[config.mk]
export PLATFORM = sky130hd
export DESIGN_NAME = sprm_ctrl
export DESIGN_NICKNAME = d
export VERILOG_FILES = /design/src/sprm_pkg.sv /design/src/sprm_buf2.sv /design/src/sprm_ctrl.sv
export SDC_FILE = /design/constraint.sdc
export NUM_CORES = 1
export LEC_CHECK = 0
export ABC_AREA = 0
export BUFFER_PORTS_ARGS = -buffer_cell sky130_fd_sc_hd__buf_2
export CELL_PAD_IN_SITES_DETAIL_PLACEMENT = 1
export CELL_PAD_IN_SITES_GLOBAL_PLACEMENT = 1
export CORE_MARGIN = 1.5
export CORE_UTILIZATION = 45
export CTS_BUF_LIST = sky130_fd_sc_hd__clkbuf_4 sky130_fd_sc_hd__clkbuf_8 sky130_fd_sc_hd__clkbuf_16
export DETAILED_ROUTE_END_ITERATION = 8
export PLACE_DENSITY_LB_ADDON = 0.1
export SYNTH_ARGS = -nofsm -noshare
export SYNTH_HDL_FRONTEND = slang
export SYNTH_SLANG_ARGS = --single-unit
[constraint.sdc]
create_clock -name aclk -period 4.09 [get_ports aclk]
set_input_delay 0.2045 -clock aclk [delete_from_list [all_inputs] [get_ports aclk]]
set_output_delay 0.2045 -clock aclk [all_outputs]
set_load 0.02 [all_outputs]
[src/sprm_pkg.sv]
package sprm_pkg;

  // Register byte offsets
  localparam logic [7:0] SPRM_CTRL_OFS     = 8'h00;
  localparam logic [7:0] SPRM_MASK_OFS     = 8'h04;
  localparam logic [7:0] SPRM_SYNC_TO_OFS  = 8'h08;
  localparam logic [7:0] SPRM_TSI_TO_A_OFS = 8'h0c;
  localparam logic [7:0] SPRM_TSI_TO_B_OFS = 8'h10;
  localparam logic [7:0] SPRM_EOM_TO_A_OFS = 8'h14;
  localparam logic [7:0] SPRM_EOM_TO_B_OFS = 8'h18;
  localparam logic [7:0] SPRM_STATUS_OFS   = 8'h1c;
  localparam int         SPRM_ADDR_W       = 8;

  // Control register fields
  localparam int SPRM_CTRL_MODE_SEL  = 0;
  localparam int SPRM_CTRL_SLRX_EN   = 1;
  localparam int SPRM_CTRL_RET_EOM   = 2;
  localparam int SPRM_CTRL_MID_EN    = 3;
  localparam int SPRM_CTRL_AUTO_MOD  = 4;
  localparam int SPRM_CTRL_MT_WAKE   = 5;
  localparam int SPRM_CTRL_MT_RUN    = 6;
  localparam int SPRM_CTRL_W         = 7;
  localparam logic [6:0] SPRM_CTRL_RST = 7'h00;

  // Event mask fields, a set bit passes the event
  localparam int SPRM_EV_FRAME = 0;
  localparam int SPRM_EV_MID   = 1;
  localparam int SPRM_EV_EOM   = 2;
  localparam int SPRM_EV_W     = 3;
  localparam logic [2:0] SPRM_MASK_RST = 3'h0;

  // Status register fields
  localparam int SPRM_ST_STATE  = 0;
  localparam int SPRM_ST_CAUSE  = 8;
  localparam int SPRM_ST_SYNCED = 11;
  localparam int SPRM_ST_LOST   = 12;
  localparam int SPRM_ST_CFG_B  = 13;

  localparam logic [1:0] SPRM_RESP_OKAY   = 2'h0;
  localparam logic [1:0] SPRM_RESP_SLVERR = 2'h2;

  typedef enum logic [6:0] {
    SPRM_S_SLEEP     = 7'h01,
    SPRM_S_POLL      = 7'h02,
    SPRM_S_HOST_RUN  = 7'h04,
    SPRM_S_MOD_SW    = 7'h08,
    SPRM_S_WAIT_SYNC = 7'h10,
    SPRM_S_FIFO_INIT = 7'h20,
    SPRM_S_PAYLOAD   = 7'h40
  } sprm_state_t;

  typedef enum logic [2:0] {
    SPRM_X_NONE      = 3'h0,
    SPRM_X_SYNC_LOSS = 3'h1,
    SPRM_X_TSI_TO    = 3'h2,
    SPRM_X_EOM_TO    = 3'h3,
    SPRM_X_EOM       = 3'h4,
    SPRM_X_HOST      = 3'h5
  } sprm_cause_t;

endpackage
[src/sprm_buf2.sv]
`timescale 1ns/100ps
`default_nettype none

module sprm_buf2 #(
  parameter int WIDTH = 8,
  parameter int DEPTH = 2
) (
  // Clock and reset
  input  wire logic             aclk,
  input  wire logic             aresetn,
  // Filling side
  input  wire logic             s_valid,
  input  wire logic [WIDTH-1:0] s_data,
  output logic                  s_ready,
  // Draining side
  input  wire logic             m_ready,
  output logic                  m_valid,
  output logic [WIDTH-1:0]      m_data
);

  localparam int CW = $clog2(DEPTH + 1);

  logic [WIDTH-1:0] mem [DEPTH];
  logic [CW-1:0]    count;
  logic             push;
  logic             pop;
  logic [CW-1:0]    next_count;

  if (DEPTH < 2 || WIDTH < 1) begin : g_check
    $error("sprm_buf2 needs DEPTH >= 2 and WIDTH >= 1");
  end

  assign push       = s_valid && s_ready;
  assign pop        = m_valid && m_ready;
  assign next_count = count + CW'(push) - CW'(pop);
  assign m_data     = mem[0];

  always_ff @(posedge aclk) begin
    if (!aresetn) begin
      count   <= '0;
      s_ready <= 1'b0;
      m_valid <= 1'b0;
    end else begin
      count   <= next_count;
      // Ready is exact room for the next cycle, so no word is ever lost
      s_ready <= (next_count != CW'(DEPTH));
      m_valid <= (next_count != '0);
    end
  end

  // Head always sits in entry 0, so the output data is a plain flop
  for (genvar i = 0; i < DEPTH; i++) begin : g_ent
    always_ff @(posedge aclk) begin
      if (pop && (i < DEPTH - 1) && (CW'(i + 1) < count)) begin
        mem[i] <= mem[i+1];
      end
      if (push && (count - CW'(pop) == CW'(i))) begin
        mem[i] <= s_data;
      end
    end
  end

endmodule

`default_nettype wire

[src/sprm_ctrl.sv]
// Chosen here: the register addresses and register access over AXI4-Lite.
`timescale 1ns/100ps
`default_nettype none

module sprm_ctrl
  import sprm_pkg::*;
#(
  parameter int TW    = 16,
  parameter int DW    = 8,
  parameter int DEPTH = 2
) (
  // Clock and reset
  input  wire logic                   aclk,
  input  wire logic                   aresetn,
  // AXI4-Lite write address and data
  input  wire logic                   awvalid,
  input  wire logic [SPRM_ADDR_W-1:0] awaddr,
  output logic                        awready,
  input  wire logic                   wvalid,
  input  wire logic [31:0]            wdata,
  input  wire logic [3:0]             wstrb,
  output logic                        wready,
  // AXI4-Lite write response
  output logic                        bvalid,
  output logic [1:0]                  bresp,
  input  wire logic                   bready,
  // AXI4-Lite read
  input  wire logic                   arvalid,
  input  wire logic [SPRM_ADDR_W-1:0] araddr,
  output logic                        arready,
  output logic                        rvalid,
  output logic [31:0]                 rdata,
  output logic [1:0]                  rresp,
  input  wire logic                   rready,
  // Receiver status from neighbouring units
  input  wire logic                   wake_ok,
  input  wire logic                   wake_rssi_ok,
  input  wire logic                   wake_cfg_b,
  input  wire logic                   sync_found,
  input  wire logic                   sync_lost,
  input  wire logic                   mid_match,
  input  wire logic                   eom_detect,
  // Received payload stream
  input  wire logic                   in_valid,
  input  wire logic [DW-1:0]          in_data,
  output logic                        in_ready,
  // Receive FIFO write side
  output logic                        fifo_init,
  output logic                        fifo_wr_valid,
  output logic [DW-1:0]               fifo_wr_data,
  input  wire logic                   fifo_wr_ready,
  // Control towards the receiver
  output logic                        modulation_sel,
  output logic                        mid_scan_en,
  output logic                        sync_search_en,
  output logic                        poll_active,
  output logic                        self_poll_run_state,
  output logic                        host_run_mode,
  output logic                        sleep_active,
  // Host events
  output logic                        frame_start_evt,
  output logic                        mid_evt,
  output logic                        eom_evt
);

  if (TW < 1 || TW > 32 || DW < 1 || DEPTH < 2) begin : g_check
    $error("sprm_ctrl: TW 1..32, DW >= 1 and DEPTH >= 2 required");
  end

  sprm_state_t                state;
  sprm_state_t                next_state;
  sprm_cause_t                cause;
  sprm_cause_t                next_cause;
  logic [SPRM_CTRL_W-1:0]     ctrl;
  logic [SPRM_EV_W-1:0]       mask;
  logic [TW-1:0]              sync_to;
  logic [TW-1:0]              tsi_to_a;
  logic [TW-1:0]              tsi_to_b;
  logic [TW-1:0]              eom_to_a;
  logic [TW-1:0]              eom_to_b;
  logic                       cfg_b;
  logic                       synced;
  logic                       lost;
  logic [TW-1:0]              run_cnt;
  logic [TW-1:0]              lost_cnt;
  logic                       in_run;
  logic                       tsi_limit;
  logic                       eom_limit;
  logic                       lost_limit;
  logic                       buf_valid;
  logic                       aw_hold;
  logic                       w_hold;
  logic [SPRM_ADDR_W-1:0]     aw_addr;
  logic [31:0]                w_data;
  logic [3:0]                 w_strb;
  logic [31:0]                wr_word;
  logic [31:0]                rd_word;
  logic                       rd_hit;
  logic                       wr_hit;

  assign in_run = (state == SPRM_S_MOD_SW) || (state == SPRM_S_WAIT_SYNC)
               || (state == SPRM_S_FIFO_INIT) || (state == SPRM_S_PAYLOAD);

  // Zero in a TSI or EOM timeout register disables that guard; a zero sync_to ends the run as soon as sync is lost
  // per-config TSI and EOM limits; the sync-loss limit is shared
  assign tsi_limit  = !synced && ((cfg_b ? tsi_to_b : tsi_to_a) != '0)
                   && (run_cnt >= (cfg_b ? tsi_to_b : tsi_to_a));
  assign eom_limit  = ((cfg_b ? eom_to_b : eom_to_a) != '0)
                   && (run_cnt >= (cfg_b ? eom_to_b : eom_to_a));
  assign lost_limit = lost && (lost_cnt >= sync_to);

  always_comb begin
    next_state = state;
    next_cause = cause;
    if (!ctrl[SPRM_CTRL_MODE_SEL]) begin
      next_state = ctrl[SPRM_CTRL_SLRX_EN] ? SPRM_S_HOST_RUN : SPRM_S_SLEEP;
      if (in_run) begin
        next_cause = SPRM_X_HOST;
      end
    end else if (!in_run) begin
      next_state = SPRM_S_POLL;
      if (state == SPRM_S_POLL && (wake_ok || wake_rssi_ok)) begin
        next_state = SPRM_S_MOD_SW;
      end
    end else if (lost_limit || tsi_limit || eom_limit) begin
      next_state = SPRM_S_POLL;
      next_cause = lost_limit ? SPRM_X_SYNC_LOSS :
                   tsi_limit  ? SPRM_X_TSI_TO    : SPRM_X_EOM_TO;
    end else begin
      case (state)
        SPRM_S_MOD_SW: next_state = SPRM_S_WAIT_SYNC;
        SPRM_S_WAIT_SYNC: begin
          if (sync_found) begin
            next_state = SPRM_S_FIFO_INIT;
          end
        end
        SPRM_S_FIFO_INIT: next_state = SPRM_S_PAYLOAD;
        SPRM_S_PAYLOAD: begin
          if (eom_detect && ctrl[SPRM_CTRL_RET_EOM]) begin
            next_state = SPRM_S_POLL;
            next_cause = SPRM_X_EOM;
          end
        end
        default: next_state = SPRM_S_POLL;
      endcase
    end
  end

  always_ff @(posedge aclk) begin
    if (!aresetn) begin
      state <= SPRM_S_SLEEP;
      cause <= SPRM_X_NONE;
    end else begin
      state <= next_state;
      cause <= next_cause;
    end
  end

  // Frame and sync tracking inside the run state
  always_ff @(posedge aclk) begin
    if (!aresetn) begin
      cfg_b  <= 1'b0;
      synced <= 1'b0;
      lost   <= 1'b0;
    end else begin
      if (state == SPRM_S_POLL && next_state == SPRM_S_MOD_SW) begin
        cfg_b <= wake_cfg_b;
      end
      if (next_state == SPRM_S_FIFO_INIT) begin
        synced <= 1'b1;
      end else if (next_state != SPRM_S_PAYLOAD) begin
        synced <= 1'b0;
      end
      if (next_state != SPRM_S_PAYLOAD || sync_found) begin
        lost <= 1'b0;
      end else if (sync_lost) begin
        lost <= 1'b1;
      end
    end
  end

  always_ff @(posedge aclk) begin
    if (!aresetn || !in_run) begin
      run_cnt  <= '0;
      lost_cnt <= '0;
    end else begin
      if (run_cnt != '1) begin
        run_cnt <= run_cnt + TW'(1);
      end
      if (!lost) begin
        lost_cnt <= '0;
      end else if (lost_cnt != '1) begin
        lost_cnt <= lost_cnt + TW'(1);
      end
    end
  end

  // Receiver control outputs, all from flops
  always_ff @(posedge aclk) begin
    if (!aresetn) begin
      modulation_sel      <= 1'b0;
      fifo_init           <= 1'b0;
      mid_scan_en         <= 1'b0;
      sync_search_en      <= 1'b0;
      poll_active         <= 1'b0;
      self_poll_run_state <= 1'b0;
      host_run_mode       <= 1'b0;
      sleep_active        <= 1'b1;
    end else begin
      if (next_state == SPRM_S_POLL) begin
        modulation_sel <= ctrl[SPRM_CTRL_MT_WAKE];
      end else if (next_state == SPRM_S_MOD_SW) begin
        modulation_sel <= ctrl[SPRM_CTRL_AUTO_MOD] ? ctrl[SPRM_CTRL_MT_RUN]
                                                  : ctrl[SPRM_CTRL_MT_WAKE];
      end else if (next_state == SPRM_S_HOST_RUN) begin
        modulation_sel <= ctrl[SPRM_CTRL_MT_RUN];
      end
      fifo_init           <= (next_state == SPRM_S_FIFO_INIT);
      mid_scan_en         <= (next_state == SPRM_S_PAYLOAD)
                          && ctrl[SPRM_CTRL_MID_EN];
      sync_search_en      <= (next_state == SPRM_S_WAIT_SYNC);
      poll_active         <= (next_state == SPRM_S_POLL);
      self_poll_run_state <= (next_state == SPRM_S_MOD_SW)
                          || (next_state == SPRM_S_WAIT_SYNC)
                          || (next_state == SPRM_S_FIFO_INIT)
                          || (next_state == SPRM_S_PAYLOAD);
      host_run_mode       <= (next_state == SPRM_S_HOST_RUN);
      sleep_active        <= (next_state == SPRM_S_SLEEP);
    end
  end

  always_ff @(posedge aclk) begin
    if (!aresetn) begin
      frame_start_evt <= 1'b0;
      mid_evt         <= 1'b0;
      eom_evt         <= 1'b0;
    end else begin
      frame_start_evt <= (next_state == SPRM_S_FIFO_INIT)
                      && mask[SPRM_EV_FRAME];
      mid_evt         <= (state == SPRM_S_PAYLOAD) && mid_match
                      && ctrl[SPRM_CTRL_MID_EN] && mask[SPRM_EV_MID];
      eom_evt         <= (state == SPRM_S_PAYLOAD) && eom_detect
                      && mask[SPRM_EV_EOM];
    end
  end

  // payload into FIFO
  // Words offered outside a frame are taken and dropped while in_ready is high, but
  // in_ready follows the buffer, so the demodulator stalls while the buffer is full.
  assign buf_valid = in_valid && (state == SPRM_S_PAYLOAD);

  sprm_buf2 #(
    .WIDTH (DW),
    .DEPTH (DEPTH)
  ) u_buf (
    .aclk    (aclk),
    .aresetn (aresetn),
    .s_valid (buf_valid),
    .s_data  (in_data),
    .s_ready (in_ready),
    .m_ready (fifo_wr_ready),
    .m_valid (fifo_wr_valid),
    .m_data  (fifo_wr_data)
  );

  // AXI4-Lite slave
  always_comb begin
    rd_hit  = 1'b1;
    rd_word = '0;
    case (araddr)
      SPRM_CTRL_OFS:     rd_word[SPRM_CTRL_W-1:0] = ctrl;
      SPRM_MASK_OFS:     rd_word[SPRM_EV_W-1:0]   = mask;
      SPRM_SYNC_TO_OFS:  rd_word[TW-1:0]          = sync_to;
      SPRM_TSI_TO_A_OFS: rd_word[TW-1:0]          = tsi_to_a;
      SPRM_TSI_TO_B_OFS: rd_word[TW-1:0]          = tsi_to_b;
      SPRM_EOM_TO_A_OFS: rd_word[TW-1:0]          = eom_to_a;
      SPRM_EOM_TO_B_OFS: rd_word[TW-1:0]          = eom_to_b;
      SPRM_STATUS_OFS: begin
        rd_word[SPRM_ST_STATE +: 7] = state;
        rd_word[SPRM_ST_CAUSE +: 3] = cause;
        rd_word[SPRM_ST_SYNCED]     = synced;
        rd_word[SPRM_ST_LOST]       = lost;
        rd_word[SPRM_ST_CFG_B]      = cfg_b;
      end
      default: rd_hit = 1'b0;
    endcase
  end

  always_comb begin
    wr_word = '0;
    for (int i = 0; i < 4; i++) begin
      wr_word[8*i +: 8] = w_strb[i] ? w_data[8*i +: 8] : 8'h00;
    end
  end

  assign wr_hit = (aw_addr[1:0] == 2'h0) && (aw_addr <= SPRM_STATUS_OFS);

  always_ff @(posedge aclk) begin
    if (!aresetn) begin
      awready <= 1'b1;
      wready  <= 1'b1;
      aw_hold <= 1'b0;
      w_hold  <= 1'b0;
      aw_addr <= '0;
      w_data  <= '0;
      w_strb  <= '0;
      bvalid  <= 1'b0;
      bresp   <= SPRM_RESP_OKAY;
    end else begin
      if (awvalid && awready) begin
        aw_hold <= 1'b1;
        awready <= 1'b0;
        aw_addr <= awaddr;
      end
      if (wvalid && wready) begin
        w_hold <= 1'b1;
        wready <= 1'b0;
        w_data <= wdata;
        w_strb <= wstrb;
      end
      if (aw_hold && w_hold && !bvalid) begin
        aw_hold <= 1'b0;
        w_hold  <= 1'b0;
        bvalid  <= 1'b1;
        bresp   <= (wr_hit && aw_addr != SPRM_STATUS_OFS) ? SPRM_RESP_OKAY
                                                          : SPRM_RESP_SLVERR;
      end
      if (bvalid && bready) begin
        bvalid  <= 1'b0;
        awready <= 1'b1;
        wready  <= 1'b1;
      end
    end
  end

  // Unstrobed timer bytes are written as zero; byte 0 gates CTRL and MASK
  always_ff @(posedge aclk) begin
    if (!aresetn) begin
      ctrl     <= SPRM_CTRL_RST;
      mask     <= SPRM_MASK_RST;
      sync_to  <= '0;
      tsi_to_a <= '0;
      tsi_to_b <= '0;
      eom_to_a <= '0;
      eom_to_b <= '0;
    end else if (aw_hold && w_hold && !bvalid) begin
      case (aw_addr)
        SPRM_CTRL_OFS: ctrl <= w_strb[0] ? wr_word[SPRM_CTRL_W-1:0]
                                         : ctrl;
        SPRM_MASK_OFS: mask <= w_strb[0] ? wr_word[SPRM_EV_W-1:0]
                                         : mask;
        SPRM_SYNC_TO_OFS:  sync_to  <= TW'(wr_word);
        SPRM_TSI_TO_A_OFS: tsi_to_a <= TW'(wr_word);
        SPRM_TSI_TO_B_OFS: tsi_to_b <= TW'(wr_word);
        SPRM_EOM_TO_A_OFS: eom_to_a <= TW'(wr_word);
        SPRM_EOM_TO_B_OFS: eom_to_b <= TW'(wr_word);
        default: ;
      endcase
    end
  end

  always_ff @(posedge aclk) begin
    if (!aresetn) begin
      arready <= 1'b1;
      rvalid  <= 1'b0;
      rdata   <= '0;
      rresp   <= SPRM_RESP_OKAY;
    end else if (arvalid && arready) begin
      arready <= 1'b0;
      rvalid  <= 1'b1;
      rdata   <= rd_word;
      rresp   <= rd_hit ? SPRM_RESP_OKAY : SPRM_RESP_SLVERR;
    end else if (rvalid && rready) begin
      rvalid  <= 1'b0;
      arready <= 1'b1;
    end
  end

endmodule

`default_nettype wire

==> metrics.cfg <==
[run_status]
status = completed

[synthesis]
synthCells = 1176
yosys_register_bits = 217
synthSimpleGateAreaFrac = 0.189
yosysUniqueCellTypes = 69
yosys_warnings = 0
async_flop_share = 0
ys.flop_type = dfxtp_1
synthAdderAreaFrac = 0.0597
synth.area.mux_share = 0.169
synth_top_family_by_area = simple AND/OR/NAND/NOR gates
synth_compound_area_frac = 0.0961
avgSynthCellArea_sq_um = 9.27
synth_area_sq_mm = 0.0109
yosysSeqAreaShare = 0.413
synth-edff-count = 16
synth_xor_area_frac = 0.0161

[finish]
nets = 1420
seq_area_sq_mm = 0.00451
fin_cells = 1628
syn_to_final_growth_pct = 17.2
multiInputGateArea_sq_mm = 0.00586
drive_above_1_share = 0.136
antenna-diode-count = 0
n_fill_cell = 2731

[timing]
relSlewSlack = 0.281
fin_crit_sh = 0.897
hold_viol = 0
worst_pin_slew_ns = 1.08
finClkSkew_ns = 0.0128
fin_ws_ns = 0.422
rsz0062_at_grt = false
slew_viol_final = 0
fmax_mhz = 273
finalSetupViolCount = 0
tns_ns = 0
finalWorstPathRequiredPeriod_ns = 3.67

[clock_network]
cts_buffers = 25
cts_tree = yes
clockBufferDepth = 3
cts.sinks = 217
ctsRootBufferMaster = clkbuf_16
clock_latency_ns = 0.53
h-tree-depth = 1
clk_pin_slew_ns = 0.06

[global_route]
grt_pass1_vias = 9133
grt_pass1_wl_microns = 51000
overflow = 0
grt_usage = 0.264
antenna_found_initial = 2
grt_max_degree = 77

[critical_path]
crit_path_start_kind = flip-flop
cp_slowest_cell = dfxtp_4
crit_path_max_incr_delay_ns = 0.66
path_class = flip-flop to flip-flop
required_ns = 4.56
cp_max_fo = 32
crit_buf_inv = 2
path_cells = buf_4 -> mux2i_1 -> ha_1 -> a21o_1 -> a21oi_1 -> a21oi_1 -> a211o_1 -> a22oi_4 -> and4_1 -> nor3b_2 -> dlygate4sd3_1
crit_arrival_ns = 4.14
crit_family = compound AO/OA/AOI/OAI gates
r2r_slack_ns = 0.42
worst_setup_path_end_kind = flip-flop
reg2reg_depth = 11
crit_top_cell = a21oi_1
path_depth = 11

[placement]
port_buffers = 101
gp_congestion = 0.832
dpl_worst_slack_ns = 0.633
dpl.cell_count = 1540
hpwl_microns = 23900

[power]
power_density_mw_per_mm2 = 371
switching_share = 0.228
p_switching_mw = 1.08
vdd_drop_max_mv = 0.258
pwr-share-comb = 0.060
clock_power_share = 0.476
power_leakage_nw = 5.29
p_int_mw = 3.66
seqPwrFrac = 0.465

[die]
die-area_sq_mm = 0.0252
die_h_microns = 159
die_x_microns = 159
rows = 56
pin_count = 138
core_sq_mm = 0.0236
initial_core_util = 0.461

[drt]
met3_length_microns = 1730
highest_layer = met4
postRouteAntennaNets = 0
dr.pass1.iters = 4
wl_microns = 32700
route.detailed.drc = 0
wl_met2_microns = 15600
vias = 9056
drt-wirelength-per-cell_microns = 20.1
drtIter0Drc = 414
via_per_inst = 5.56
wl_met1_microns = 14500

[flow_run]
cap_violations = 0

[min_path]
hp-class = primary input to flip-flop
holdPathStages = 3

## layout make-up
class | instances | area share
inverter | 46 | 0.0137
clock inverter | 7 | 0.00715
multi-input combinational | 850 | 0.459
sequential | 217 | 0.353
clock buffer | 37 | 0.0580
timing repair buffer | 152 | 0.0782
tap | 319 | 0.0313
## worst paths after layout
path                endpoint  startpoint
setup / recovery        lost       cfg_b
hold / removal    aw_addr[1]     awvalid
setup reg to reg        lost       cfg_b
hold reg to reg   w_data[13]  w_data[13]
## layout by cell type, fill, tap and decap left out, drive strengths merged, types with 18 or more instances in the layout
cell type and n:
dfxtp 201, o21ai 45, mux2i 146, dlygate4sd3 44
clkbuf 37, and2 28, buf 108, a21oi 60
nor3 19, conb 18, ha 52, nor2 154
inv 46, nand2 93, nand3 32
## through the flow
step	util	hold slack, ns	total power [mW]	cell area (sq um)
global placement	0.487	0.401	2.49	11500
CTS	0.541	0.0122	4.78	12800
detailed placement	0.487	0.404	2.50	11500
global route	0.541	0.0474	4.91	12800
floorplan	-	0.274	2.42	11000
finish	0.541	0.0282	4.74	12800
## cell usage after synthesis (8+ instances only)
library cell / count / area share
a21oi_1: 60 / 0.028
o21ai_0: 29 / 0.013
nand3_1: 30 / 0.014
nand2_1: 93 / 0.032
nor2_1: 154 / 0.053
mux2_1: 12 / 0.012
edfxtp_1: 16 / 0.044
o21ai_1: 16 / 0.0073
xor2_1: 13 / 0.010
nor4_1: 14 / 0.0080
ha_1: 52 / 0.060
clkbuf_1: 37 / 0.013
nor3_1: 18 / 0.0083
inv_1: 43 / 0.015
buf_4: 29 / 0.020
mux2i_1: 146 / 0.13
o221ai_1: 8 / 0.0064
dfxtp_1: 201 / 0.37
mux4_2: 11 / 0.023
nand2b_1: 11 / 0.0063
and2_1: 28 / 0.016
buf_2: 8 / 0.0037
and3_1: 8 / 0.0046
nand4_1: 16 / 0.0092
and4_1: 13 / 0.010
## per-layer routing
layer  global-route usage  vias to the layer above
met5                    0                        -
met4               0.0819                        0
met3               0.0444                       55
met2                0.452                      213
met1                0.338                     4416
li1                     -                     4372
## kinds of logic after synthesis
family / after synthesis
buffers and inverters: 126
muxes: 169
adders and majority gates: 52
xor gates and xnor gates: 20
and+or+nand+nor: 422
AOI/OAI and AO/OA: 169
other: 1
DFF: 217
## worst min-delay path, cell delays in order
cell	delay [ns]
buf_2	0.16
nand3_1	0.10
a21oi_1	0.05
## state kept, by name, summed over array words and instances, names as in the netlist, 8 cells and up
| register | count |
|---|---|
| u_buf.mem | 16 |
| eom_to_b | 16 |
| eom_to_a | 16 |
| aw_addr | 8 |
| w_data | 16 |
| sync_to | 16 |
| tsi_to_b | 16 |
| tsi_to_a | 16 |
| run_cnt | 16 |
| rdata | 16 |
| lost_cnt | 16 |
## power by group through the flow
| stage | registers, mW | clock network, mW | logic, mW |
|---|---|---|---|
| after detailed placement | 2.25 | 0 | 0.250 |
| final | 2.20 | 2.25 | 0.283 |
| after CTS | 2.20 | 2.30 | 0.284 |
| after global routing | 2.21 | 2.39 | 0.312 |
| after floorplan | 2.26 | 0 | 0.161 |
| after global placement | 2.25 | 0 | 0.244 |
## timing repair
| item | 4_1_cts | 5_1_grt |
|---|---|---|
| hold buffers | 44 | 0 |
| endpoints found under the hold margin | 51 | 0 |
| resized for setup | 0 | 1 |
| endpoints found under the setup margin | 0 | 1 |
| setup buffers | 0 | 0 |
(Power assumes the default switching activity.)
